===== config.mk =====
export PLATFORM = sky130hd
export DESIGN_NAME = gfc_gpio_top
export DESIGN_NICKNAME = d
export VERILOG_FILES = /design/src/gfc_gpio_top.v
export VERILOG_INCLUDE_DIRS = /design/src
export SDC_FILE = /design/constraint.sdc
export NUM_CORES = 1
export LEC_CHECK = 0
export BUFFER_PORTS_ARGS = -buffer_cell sky130_fd_sc_hd__buf_4
export CAP_MARGIN = 20
export CELL_PAD_IN_SITES_DETAIL_PLACEMENT = 1
export CELL_PAD_IN_SITES_GLOBAL_PLACEMENT = 1
export CORE_AREA = 2 2 134 136
export DETAILED_ROUTE_END_ITERATION = 8
export DIE_AREA = 0 0 136 138
export PLACE_DENSITY_LB_ADDON = 0.1
export SYNTH_ARGS = -nofsm -noshare
export SYNTH_HDL_FRONTEND = slang
export SYNTH_SLANG_ARGS = --single-unit
export TNS_END_PERCENT = 1

===== constraint.sdc =====
create_clock -name clk -period 4.35 [get_ports clk]
set_input_delay 0.87 -clock clk [delete_from_list [all_inputs] [get_ports clk]]
set_output_delay 0.87 -clock clk [all_outputs]
set_load 0.03 [all_outputs]

===== src/gfc_consts.vh =====
// Purpose: Shared constants of the general pin function and clock-out block
// Assumes: 32-bit APB, word registers, byte address = 4 * register index
// Notes: Definitions only
`ifndef GFC_CONSTS_VH
`define GFC_CONSTS_VH

// Register indices (byte address is four times the index)
`define GFC_IDX_PIN0_CFG 12'h0100
`define GFC_IDX_PIN1_CFG 12'h0101
`define GFC_IDX_IRQ_STS 12'h0110
`define GFC_IDX_IRQ_MASK1 12'h0111
`define GFC_IDX_IRQ_MASK2 12'h0112
`define GFC_IDX_SYS_CLKOUT 12'h0149
`define GFC_IDX_ASYNC_CLKOUT 12'h014A

// Pin configuration fields
`define GFC_FN_HI 6
`define GFC_FN_LO 0
`define GFC_SEQ_EN_BIT 10
`define GFC_SEQ_FALL_BIT 11
`define GFC_DEB_EN_BIT 12
`define GFC_LVL_BIT 13
`define GFC_POL_BIT 14
`define GFC_DIR_IN_BIT 15
`define GFC_PIN_CFG_MASK 16'hFC7F
`define GFC_PIN_CFG_RST 16'h8001

// Clock output control fields
`define GFC_CK_ENA_BIT 15
`define GFC_CK_DIV_HI 7
`define GFC_CK_DIV_LO 3
`define GFC_CK_SEL_HI 2
`define GFC_CK_SEL_LO 0
`define GFC_CK_CFG_MASK 16'h80FF
`define GFC_CK_CFG_RST 16'h0000

// Interrupt status layout
`define GFC_IRQ_W 12
`define GFC_IRQ_PIN_LO 0
`define GFC_IRQ_DSP_LO 2
`define GFC_IRQ_RAM_LO 10
`define GFC_IRQ_RST 12'h000
`define GFC_MASK_RST 12'hFFF

// Pin function codes
`define GFC_FN_GPIO 7'h01
`define GFC_FN_FIRST_INTERRUPT_REQUEST 7'h02
`define GFC_FN_SECOND_INTERRUPT_REQUEST 7'h03
`define GFC_FN_MAIN_SYSTEM_CLOCK 7'h04
`define GFC_FN_DSP_FIRST 7'h35
`define GFC_FN_DSP_LAST 7'h3C
`define GFC_FN_SECONDARY_ASYNC_CLOCK 7'h3D
`define GFC_FN_RAM2 7'h46
`define GFC_FN_RAM3 7'h47
`define GFC_FN_HPL_SHORT 7'h55
`define GFC_FN_HPR_SHORT 7'h56
`define GFC_FN_SPK_SHORT 7'h5F
`define GFC_FN_SPK_SHUT 7'h61

// Divider encoding and source codes
`define GFC_DIV_ONE 5'h01
`define GFC_SEL_MAX 3'h3
`define GFC_SEL_W 3

`endif


===== src/gfc_gpio_top.v =====
// Purpose: Two general pins with selectable status outputs, button input,
//          plain output, and two divided clock outputs, behind APB
// Assumes: All status inputs are on clk; pin inputs are asynchronous
// Notes: Zero-wait APB slave; read data is captured in the setup cycle
//
// Function
// - Short-circuit codes drive pin with short status
// - Code 61h drives speaker shutdown status
// - Input level field returns de-bounced pin level
// - Input level read ignores polarity bit
// - De-bounced edge may trigger sequencer, edge selectable
// - Both input edges latch sticky interrupt event
// - Output function drives the level bit
// - Output level bit is write only
// - Polarity bit set inverts the driven output
// - Codes 02h/03h show requests; first on pin
// - Every interrupt source has its own mask
// - Codes 35h-3Ch output processor flags one-eight
// - Codes 46h/47h output core RAM-ready status
// - Rising flag or RAM-ready edge latches event
// - Codes 04h/3Dh output divided system/async clocks
// - Clock output runs only while bit15 set
// - System divider bits 7:3, 0 and 1 divide one
// - Async divider uses the same encoding
// - Source select 000-011 picks four frequencies
`timescale 1ns/1ps
`include "gfc_consts.vh"

module gfc_gpio_top #(
  parameter NPIN = 2,
  parameter DEB_CYCLES = 16
) (
  input wire clk, // 40 MHz system clock
  input wire rst_n, // Synchronous reset, active low
  input wire [13:0] paddr, // APB byte address
  input wire psel, // APB select
  input wire penable, // APB access phase
  input wire pwrite, // APB direction, 1 = write
  input wire [31:0] pwdata, // APB write data
  output reg [31:0] prdata, // APB read data
  output wire pready, // APB ready
  output reg pslverr, // APB error on unmapped address
  input wire [NPIN-1:0] pin_in, // Pin input level
  output reg [NPIN-1:0] pin_out, // Pin output level
  output reg [NPIN-1:0] pin_oe, // Pin output enable, high drives
  output reg irq_req_n, // Dedicated request pin, active low
  output reg [NPIN-1:0] seq_trig, // Sequencer start pulse per pin
  input wire left_headphone_short, // Left headphone positive short
  input wire right_headphone_short, // Right headphone positive short
  input wire speaker_short, // Speaker short detected
  input wire speaker_shutdown, // Speaker shut down
  input wire [7:0] processor_status_flag, // Processor flags one to eight
  input wire [1:0] ram_ready, // RAM ready, second and third cores
  input wire [3:0] sys_src_tick, // Half-period ticks of system sources
  input wire [3:0] async_src_tick // Half-period ticks of async sources
);

  // Filter limit is cut to the counter width on purpose; longer windows wrap
  localparam [31:0] DEB_LIM = DEB_CYCLES - 1;
  localparam [15:0] DEB_MAX = DEB_LIM[15:0];

  ////////////////////////////////////////////////////////////////////////
  // Register state
  reg [15:0] pin_cfg_r [0:NPIN-1];
  reg [15:0] ck_cfg_r [0:1];
  reg [`GFC_IRQ_W-1:0] irq_sts_r;
  reg [`GFC_IRQ_W-1:0] mask1_r;
  reg [`GFC_IRQ_W-1:0] mask2_r;
  reg [NPIN-1:0] sync1_r;
  reg [NPIN-1:0] sync2_r;
  reg [NPIN-1:0] deb_lvl_r;
  reg [NPIN-1:0] deb_prev_r;
  reg [7:0] flag_prev_r;
  reg [1:0] ram_prev_r;
  reg [1:0] ck_out_r;
  wire [NPIN-1:0] pin_edge;
  wire first_interrupt_request;
  wire second_interrupt_request;

  ////////////////////////////////////////////////////////////////////////
  // APB decode
  // Only word indices decode; the two byte-lane bits are ignored
  wire [11:0] idx = paddr[13:2];
  wire wr_go = psel & penable & pwrite;
  // Read data is loaded in setup, so the access phase never has to wait
  wire rd_setup = psel & ~penable;

  // Register index decode, used for both read and write
  function is_mapped;
    input [11:0] i;
    begin
      is_mapped = (i == `GFC_IDX_PIN0_CFG) || (i == `GFC_IDX_PIN1_CFG) ||
                  (i == `GFC_IDX_IRQ_STS) || (i == `GFC_IDX_IRQ_MASK1) ||
                  (i == `GFC_IDX_IRQ_MASK2) || (i == `GFC_IDX_SYS_CLKOUT) ||
                  (i == `GFC_IDX_ASYNC_CLKOUT);
    end
  endfunction

  // No wait states: the access phase always completes
  assign pready = psel & penable;

  ////////////////////////////////////////////////////////////////////////
  // Read data: captured in setup so prdata comes from a flip-flop
  reg [31:0] rd_nxt;
  integer k;
  always @* begin
    rd_nxt = 32'h0000_0000;
    for (k = 0; k < NPIN; k = k + 1) begin
      if (idx == `GFC_IDX_PIN0_CFG + k) begin
        rd_nxt[15:0] = pin_cfg_r[k];
        // Level field shows the filtered pin on an input, zero on an output, never the stored bit
        rd_nxt[`GFC_LVL_BIT] = pin_cfg_r[k][`GFC_DIR_IN_BIT] & deb_lvl_r[k];
      end
    end
    case (idx)
      `GFC_IDX_IRQ_STS: rd_nxt[`GFC_IRQ_W-1:0] = irq_sts_r;
      `GFC_IDX_IRQ_MASK1: rd_nxt[`GFC_IRQ_W-1:0] = mask1_r;
      `GFC_IDX_IRQ_MASK2: rd_nxt[`GFC_IRQ_W-1:0] = mask2_r;
      `GFC_IDX_SYS_CLKOUT: rd_nxt[15:0] = ck_cfg_r[0];
      `GFC_IDX_ASYNC_CLKOUT: rd_nxt[15:0] = ck_cfg_r[1];
      default: rd_nxt = rd_nxt;
    endcase
  end

  always @(posedge clk) begin
    if (!rst_n) begin
      prdata <= 32'h0000_0000;
      pslverr <= 1'b0;
    end else if (rd_setup) begin
      prdata <= pwrite ? 32'h0000_0000 : rd_nxt;
      pslverr <= ~is_mapped(idx);
    end
  end

  ////////////////////////////////////////////////////////////////////////
  // Control register writes; reserved bits are dropped so they read zero
  always @(posedge clk) begin
    if (!rst_n) begin
      mask1_r <= `GFC_MASK_RST;
      mask2_r <= `GFC_MASK_RST;
      ck_cfg_r[0] <= `GFC_CK_CFG_RST;
      ck_cfg_r[1] <= `GFC_CK_CFG_RST;
    end else if (wr_go) begin
      case (idx)
        `GFC_IDX_IRQ_MASK1: mask1_r <= pwdata[`GFC_IRQ_W-1:0];
        `GFC_IDX_IRQ_MASK2: mask2_r <= pwdata[`GFC_IRQ_W-1:0];
        `GFC_IDX_SYS_CLKOUT: ck_cfg_r[0] <= pwdata[15:0] & `GFC_CK_CFG_MASK;
        `GFC_IDX_ASYNC_CLKOUT: ck_cfg_r[1] <= pwdata[15:0] & `GFC_CK_CFG_MASK;
        default: mask1_r <= mask1_r;
      endcase
    end
  end

  ////////////////////////////////////////////////////////////////////////
  // Sticky events: a new event in the clearing cycle survives
  wire [`GFC_IRQ_W-1:0] irq_set;
  wire [`GFC_IRQ_W-1:0] irq_clr;
  assign irq_set[`GFC_IRQ_PIN_LO +: NPIN] = pin_edge;
  assign irq_set[`GFC_IRQ_DSP_LO +: 8] = processor_status_flag & ~flag_prev_r;
  assign irq_set[`GFC_IRQ_RAM_LO +: 2] = ram_ready & ~ram_prev_r;
  // Writing a one clears that bit; zero bits leave the status alone
  assign irq_clr = (wr_go && idx == `GFC_IDX_IRQ_STS) ?
                   pwdata[`GFC_IRQ_W-1:0] : {`GFC_IRQ_W{1'b0}};

  always @(posedge clk) begin
    if (!rst_n) begin
      irq_sts_r <= `GFC_IRQ_RST;
      // History starts low: a flag already high at release counts once
      flag_prev_r <= 8'h00;
      ram_prev_r <= 2'b00;
    end else begin
      irq_sts_r <= (irq_sts_r & ~irq_clr) | irq_set;
      flag_prev_r <= processor_status_flag;
      ram_prev_r <= ram_ready;
    end
  end

  // A mask bit of one keeps its event off the request line
  assign first_interrupt_request = |(irq_sts_r & ~mask1_r);
  assign second_interrupt_request = |(irq_sts_r & ~mask2_r);

  // The first request always reaches the dedicated pin
  always @(posedge clk) begin
    if (!rst_n)
      irq_req_n <= 1'b1;
    else
      irq_req_n <= ~first_interrupt_request;
  end

  ////////////////////////////////////////////////////////////////////////
  // Clock outputs: divide half-period ticks of the chosen source
  genvar c;
  generate
    for (c = 0; c < 2; c = c + 1) begin : g_ck
      reg [4:0] cnt_r;
      // Changing divider or source while running may give one odd period
      wire ena = ck_cfg_r[c][`GFC_CK_ENA_BIT];
      wire [4:0] div = ck_cfg_r[c][`GFC_CK_DIV_HI:`GFC_CK_DIV_LO];
      wire [`GFC_SEL_W-1:0] sel = ck_cfg_r[c][`GFC_CK_SEL_HI:`GFC_CK_SEL_LO];
      wire [3:0] ticks = (c == 0) ? sys_src_tick : async_src_tick;
      // Reserved source codes give no ticks, so the output holds its current level
      wire tick = (sel <= `GFC_SEL_MAX) ? ticks[sel[1:0]] : 1'b0;
      // Codes zero and one both divide by one
      wire [4:0] lim = (div <= `GFC_DIV_ONE) ? 5'h00 : div - `GFC_DIV_ONE;
      // Toggling every n half-periods gives source/n, odd n included
      always @(posedge clk) begin
        if (!rst_n || !ena) begin
          cnt_r <= 5'h00;
          ck_out_r[c] <= 1'b0;
        end else if (tick) begin
          if (cnt_r >= lim) begin
            cnt_r <= 5'h00;
            ck_out_r[c] <= ~ck_out_r[c];
          end else begin
            cnt_r <= cnt_r + 5'h01;
          end
        end
      end
    end
  endgenerate

  ////////////////////////////////////////////////////////////////////////
  // Pin function selection, shared by both pins
  function fn_sig;
    input [6:0] fn;
    input lvl;
    input [1:0] irqs;
    input [1:0] cks;
    input [3:0] shorts;
    input [7:0] flags;
    input [1:0] rams;
    begin
      case (fn)
        `GFC_FN_GPIO: fn_sig = lvl;
        `GFC_FN_FIRST_INTERRUPT_REQUEST: fn_sig = irqs[0];
        `GFC_FN_SECOND_INTERRUPT_REQUEST: fn_sig = irqs[1];
        `GFC_FN_MAIN_SYSTEM_CLOCK: fn_sig = cks[0];
        `GFC_FN_SECONDARY_ASYNC_CLOCK: fn_sig = cks[1];
        `GFC_FN_RAM2: fn_sig = rams[0];
        `GFC_FN_RAM3: fn_sig = rams[1];
        `GFC_FN_HPL_SHORT: fn_sig = shorts[0];
        `GFC_FN_HPR_SHORT: fn_sig = shorts[1];
        `GFC_FN_SPK_SHORT: fn_sig = shorts[2];
        `GFC_FN_SPK_SHUT: fn_sig = shorts[3];
        default: begin
          if (fn >= `GFC_FN_DSP_FIRST && fn <= `GFC_FN_DSP_LAST)
            fn_sig = flags[fn[2:0] - 3'h5];
          else
            fn_sig = 1'b0;
        end
      endcase
    end
  endfunction

  // Status inputs come from logic on clk, so they need no synchroniser
  wire [3:0] stat_vec = {speaker_shutdown, speaker_short,
                         right_headphone_short, left_headphone_short};

  ////////////////////////////////////////////////////////////////////////
  // Per-pin logic: sync, filter, edges, config register, driver
  genvar p;
  generate
    for (p = 0; p < NPIN; p = p + 1) begin : g_pin
      reg [15:0] deb_cnt_r;
      wire [15:0] cfg = pin_cfg_r[p];
      wire deb_en = cfg[`GFC_DEB_EN_BIT];
      wire is_in = cfg[`GFC_DIR_IN_BIT];
      wire rise = deb_lvl_r[p] & ~deb_prev_r[p];
      wire fall = ~deb_lvl_r[p] & deb_prev_r[p];
      wire sel_sig = fn_sig(cfg[`GFC_FN_HI:`GFC_FN_LO], cfg[`GFC_LVL_BIT],
                            {second_interrupt_request, first_interrupt_request}, ck_out_r, stat_vec,
                            processor_status_flag, ram_ready);

      // An output pin reads its own drive back, so its edges are ignored
      assign pin_edge[p] = is_in & (rise | fall);

      // Config write; stored level bit only matters as an output
      always @(posedge clk) begin
        if (!rst_n)
          pin_cfg_r[p] <= `GFC_PIN_CFG_RST;
        else if (wr_go && idx == `GFC_IDX_PIN0_CFG + p)
          pin_cfg_r[p] <= pwdata[15:0] & `GFC_PIN_CFG_MASK;
      end

      // Two stages before anything reads the pin
      // Reset low matches an idle button, so no false edge follows release
      always @(posedge clk) begin
        if (!rst_n) begin
          sync1_r[p] <= 1'b0;
          sync2_r[p] <= 1'b0;
        end else begin
          sync1_r[p] <= pin_in[p];
          sync2_r[p] <= sync1_r[p];
        end
      end

      // Filter: a new level must hold for the whole window when enabled
      always @(posedge clk) begin
        if (!rst_n) begin
          deb_cnt_r <= 16'h0000;
          deb_lvl_r[p] <= 1'b0;
          deb_prev_r[p] <= 1'b0;
        end else begin
          deb_prev_r[p] <= deb_lvl_r[p];
          if (!deb_en || sync2_r[p] == deb_lvl_r[p]) begin
            deb_cnt_r <= 16'h0000;
            deb_lvl_r[p] <= sync2_r[p];
          end else if (deb_cnt_r >= DEB_MAX) begin
            deb_cnt_r <= 16'h0000;
            deb_lvl_r[p] <= sync2_r[p];
          end else begin
            deb_cnt_r <= deb_cnt_r + 16'h0001;
          end
        end
      end

      // Sequencer start on the chosen edge, only in input mode
      always @(posedge clk) begin
        if (!rst_n)
          seq_trig[p] <= 1'b0;
        else
          seq_trig[p] <= is_in & cfg[`GFC_SEQ_EN_BIT] &
                         (cfg[`GFC_SEQ_FALL_BIT] ? fall : rise);
      end

      // Output driver; registered so the pin never glitches on decode
      // An input pin holds its level low with the enable off, so nothing fights
      always @(posedge clk) begin
        if (!rst_n) begin
          pin_out[p] <= 1'b0;
          pin_oe[p] <= 1'b0;
        end else begin
          pin_out[p] <= ~is_in & (sel_sig ^ cfg[`GFC_POL_BIT]);
          pin_oe[p] <= ~is_in;
        end
      end
    end
  endgenerate

endmodule


== Word level (Yosys, flattened, before mapping) ==
Memories as Yosys holds them, arrays and structs flattened.
Index checks and enable logic that the tools add are counted.
W data, S select, Z words.
Storage, ports and cells
  bits in registers: 138
  RAM bits: 44
  output and inout bits: 41
  word-level logic and storage cells: 212
  memories: 2
Operators by class
  add/subtract/negate cells: 8
  $lt $le $gt $ge: 16
  equality and inequality tests: 31
  multiplexer cells: 49
  bitwise operators: 48
  reduce and logical (&&, ||, !) cells: 30
Memories
  pin_cfg_r: words 2, width 13, rd ports 2, clocked after Yosys merged registers in 0, wr ports 2, RTL line gfc_gpio_top.v:64  | reg [15:0] pin_cfg_r [0:NPIN-1];
  ck_cfg_r: words 2, width 9, rd ports 2, clocked after Yosys merged registers in 0, wr ports 2, RTL line gfc_gpio_top.v:65  | reg [15:0] ck_cfg_r [0:1];
Operators with widths (number)
  $eq A12 B9 Y1 const B: 7
  $eq A7 B7 Y1 const B: 12
  $pmux W12 S5: 1
  $mux W16: 3
  $and A12 B12 Y12: 3
  $not A12 Y12: 3
  $add A16 B1 Y16 const B: 2
  $ge A16 B4 Y1 const B: 2
  $mux W1: 29
  $eq A7 B2 Y1 const B: 4
  $mux W13: 2
  $reduce_or A12 Y1: 2
  $pmux W1 S11: 2
  $mux W5: 4
  $mux W9: 2
  $and A1 B1 Y1: 17
  $eq A7 B1 Y1 const B: 2
  $eq A7 B3 Y1 const B: 2
  $eq A7 B6 Y1 const B: 2
  $ge A7 B6 Y1 const B: 2
  $le A7 B6 Y1 const B: 2
  $mux W12: 1
  $not A1 Y1: 12
  $or A12 B12 Y12: 1
  other kinds (24): 63

== Logic depth before layout (Yosys ltp) ==
  depth in word-level cells: 8
  depth in mapped cells: 11
  gate-level depth less buffers: 11

== Worst setup path after synthesis ==
OpenSTA, ideal clock, no wires.
  path kind: input-to-reg
  start point: in paddr[11]
  end point: mem ck_cfg_r[0][0] (netlist name) (enable)
  arrival: 2.870 ns
  required time: 3.963 ns
  setup slack: 1.093 ns
  stages on the path: 5
  path buffers: 1
  cell sequence: or4b_4 nand4bb_1 clkbuf_1 or2_2 o21ai_0
RTL lines
  start: declaration: RTL line gfc_gpio_top.v:35  | input wire [13:0] paddr,
  end: declaration: RTL line gfc_gpio_top.v:65

== Worst setup path in the final report ==
  start point: in paddr[11]
  end point: reg mask1_r[3]
Between the ends
  word-level cells in the longest chain between the ends: 2
Ends and longest elaborated chain
  $eq A12 B9 Y1: RTL line gfc_gpio_top.v:144  | case (idx)
  $reduce_and A2 Y1 (no source line)
  end signal: assignment: RTL line gfc_gpio_top.v:139  | mask1_r <= `GFC_MASK_RST;
  end signal: assignment: RTL line gfc_gpio_top.v:145  | `GFC_IDX_IRQ_MASK1: mask1_r <= pwdata[`GFC_IRQ_W-1:0];
  end signal: assignment: RTL line gfc_gpio_top.v:149  | default: mask1_r <= mask1_r;
  end: declaration: RTL line gfc_gpio_top.v:67  | reg [`GFC_IRQ_W-1:0] mask1_r;
Every way passes these cells.
A chain may end at the register's enable or synchronous reset.

==> flow_summary.toml <==
[yosys]
synth_edf_count = 44
ys_async_sr_fraction_pct = 0
yosysSeqAreaShare_pct = 46.3
synthMuxAreaShare_pct = 4.65
synth_area_um2 = 8130
synth_top_family_by_area = "simple AND/OR/NAND/NOR gates"
synth_warnings = 0
synth-simple-area-share_pct = 25.9
synthFlopType = "dfxtp_1"
synth_seq_cells = 166
synth_cell_type_count = 70
avgSynthCellArea_um2 = 9.50
synth_xor_xnor_area_share_pct = 2.05
synth_fa_ha_area_share_pct = 4.93
synth_compound_area_share_pct = 11.7
netlist_instances = 855

[clock_network]
clockBufferDepth = 2
cts_resized = 0
clk_latency_ns = 0.43
cts_hold_buf = 0
tritoncts = "built"
cts.sinks = 166
cts_max_level = 4
clkSlewWorstSetupHoldPaths_ns = 0.07
clock-root-buffer = "clkbuf_16"
cts_made_buffers = 17
post-cts-setup-buffer-count = 0

[critical_path]
crit_path_start = "paddr[11]"
r2r-end = "g_ck[1].cnt_r[3]"
reg2reg_from = "ck_cfg_r[0][12]"
crit_fanout = 12
reg2reg_depth = 10
cp_cell_sequence = "buf_4 > or4b_4 > or2_4 > nor3_1 > nand3_1 > nand2_1 > nand3_1"
worst-path-buf-inv = 1
cpMostUsedCell = "nand3_1"
start_kind = "primary input"
crit_family = "simple AND/OR/NAND/NOR gates"
end_kind = "flip-flop"
required_ns = 4.62
slowest_delay_ns = 0.60
endpoint = "mask1_r[3]"
slowest_stage = "nand3_1"
worst-path-stages = 7
path_class = "primary input to flip-flop"
worstPathArrival_ns = 3.27
rrSetupSlack_ns = 1.64

[global_routing]
gr-total-overflow = 0
grt_pass1_vias = 6822
grt_use_total_pct = 25.6
grt_max_degree = 80
antenna_found_initial = 0
grt_first_pass_wirelength_um = 36800

[placement]
place_congestion = 0.928
dp_hpwl_um = 17500
port_buffers = 81

[cells_and_area]
areaGrowthSynthToFinish_pct = 17.6
antenna_cells = 0
fillerInstances = 2049
finalNetCount = 1056
drive_gt1_share_pct = 15.3

[sta]
min_period_ns = 3.00
final_max_slew_viol_count = 0
tightest_slew_ns = 1.03
clock.fmax_mhz = 333
min_period_over_period_pct = 68.9
skew_ns = 0.00628
rsz0062_at_grt = "false"
report.final.setup_viol = 0
hold-worst-slack_ns = 0.442
tns_ns = 0
relSlewSlack_pct = 30.9
hold_viol = 0

[power]
leakagePower_nw = 3.83
ir_worst_vdd_uv = 259
powerDensity_nw_per_um2 = 364

[route]
vias = 6573
viasPerCell = 5.52
wl_per_cell_um = 19.6
dr.pass1.iters = 4
drt_iter0_drc = 391
detail-route-antenna-nets = 0
drc = 0
wirelength_um = 23300

[floorplan]
fp.coreArea_um2 = 17500
die_w_um = 136
fp.dieH_um = 138
pin_count = 116
initial_core_util_pct = 46.3
dieArea_um2 = 18800
rows = 49

[run_status]
outcome = "finished clean"

[hold_path]
min_path_type = "flip-flop to flip-flop"

[flow_run]
maxCapViolations = 0
-- cell usage in the layout, fill, tap and decap left out, types with 5 or more instances in the layout --
master,synthesis,layout
xnor2_1,7,7
edfxtp_1,44,44
a22oi_1,14,14
mux4_2,6,6
or3_1,5,5
o21ai_0,21,21
dfxtp_1,122,122
nand4_1,13,13
xor2_1,12,12
nor3_1,16,16
o21ai_1,13,13
a21oi_1,28,28
mux2i_1,22,22
conb_1,1,40
a21o_1,10,10
nor2_1,39,39
nand3_1,44,44
a221oi_1,5,5
nor2b_1,39,39
and2_1,53,53
clkbuf_16,0,17
nand2b_1,30,30
inv_1,22,22
nor4_1,9,8
nand2_1,110,110
ha_1,32,32
buf_4,16,90
inv_8,0,6
-- registers in the layout, indices dropped and copies added, names as in the netlist --
name / cells
prdata: 16
sync1_r: 2
mask2_r: 12
pin_out: 2
irq_sts_r: 12
deb_prev_r: 2
seq_trig: 2
g_pin.deb_cnt_r: 32
ck_cfg_r: 18
irq_req_n: 1
mask1_r: 12
flag_prev_r: 8
g_ck.cnt_r: 10
sync2_r: 2
pin_oe: 2
ram_prev_r: 2
pslverr: 1
deb_lvl_r: 2
pin_cfg_r: 26
ck_out_r: 2
-- synth_stat cells, types with 3 or more instances --
cell type | number | share of area [%]
mux4_2 | 6 | 1.7
edfxtp_1 | 44 | 16
o21ai_0 | 21 | 1.3
o2111ai_1 | 4 | 0.43
xnor2_1 | 7 | 0.75
dfxtp_1 | 122 | 30
o2bb2ai_1 | 4 | 0.43
or2_2 | 3 | 0.23
clkbuf_1 | 26 | 1.2
o31a_1 | 3 | 0.32
nor3_2 | 3 | 0.37
or3_1 | 5 | 0.38
nand3_1 | 44 | 2.7
nor4_1 | 9 | 0.69
a221oi_1 | 5 | 0.54
nor2_1 | 39 | 1.8
xor2_1 | 12 | 1.3
and2_1 | 53 | 4.1
a22oi_1 | 14 | 1.3
ha_1 | 32 | 4.9
o2111a_1 | 3 | 0.42
a22o_1 | 3 | 0.32
inv_1 | 22 | 1.0
nand3b_1 | 4 | 0.37
a21o_1 | 10 | 0.92
nor3_1 | 16 | 0.99
a21oi_1 | 28 | 1.7
nand2b_1 | 30 | 2.3
o21ai_1 | 13 | 0.80
mux2i_1 | 22 | 2.7
nand4_1 | 13 | 1.0
o32ai_1 | 4 | 0.43
and3_1 | 4 | 0.31
o211ai_1 | 3 | 0.28
buf_4 | 16 | 1.5
buf_2 | 9 | 0.55
nor2b_1 | 39 | 3.0
a211oi_1 | 4 | 0.37
o21bai_1 | 3 | 0.28
nand2_1 | 110 | 5.1
-- routing by layer --
metal	wire length, um	share of wire, %	vias up	track usage (%)
met1	10100	43	3217	32.7
li1	-	-	3150	-
met2	11700	50	179	44.5
met3	959	4.1	27	3.81
met4	527	2.3	0	7.68
met5	0	0	-	0
-- kinds of logic after synthesis --
group,after synthesis
muxes,30
buffers and inverters,76
adders and majority gates,32
AOI/OAI and AO/OA,138
xor gates and xnor gates,19
DFF,166
other,1
and+or+nand+nor,393
-- area by class of cell --
class	count	area [um2]	area share (%)
sequential	166	3760	39.4
timing repair buffer	90	676	7.07
multi-input combinational	652	4150	43.4
clock inverter	15	175	1.83
tap	229	287	3.00
inverter	22	82.6	0.864
clock buffer	17	425	4.45
-- how the worst min path moves through the flow --
stage | from | endpoint | slack (ns) | cells after the start
after floorplan | sync1_r[0] | sync2_r[0] | 0.41 | 1
after global placement | sync1_r[1] | sync2_r[1] | 0.42 | 1
after detailed placement | sync1_r[1] | sync2_r[1] | 0.43 | 1
after CTS | sync1_r[1] | sync2_r[1] | 0.45 | 1
after global routing | sync1_r[1] | sync2_r[1] | 0.47 | 1
final | sync1_r[1] | sync2_r[1] | 0.44 | 1
-- power by group --
part,switching [W],internal (W)
sequential,0.0000545,0.00163
clock,0.000722,0.000778
combinational,0.000168,0.000121
-- through the flow --
stage	utilization, %	setup WS [ns]	instance area (um2)	total power [W]	cells
floorplan	-	1.09	8270	0.00189	894
finish	54.5	1.35	9560	0.00348	1191
global placement	51.1	1.02	8960	0.00200	1159
detailed placement	51.1	0.939	8960	0.00201	1159
global route	54.5	1.17	9560	0.00360	1191
CTS	54.5	1.38	9560	0.00350	1191
Power figures use the tool's default switching activity.
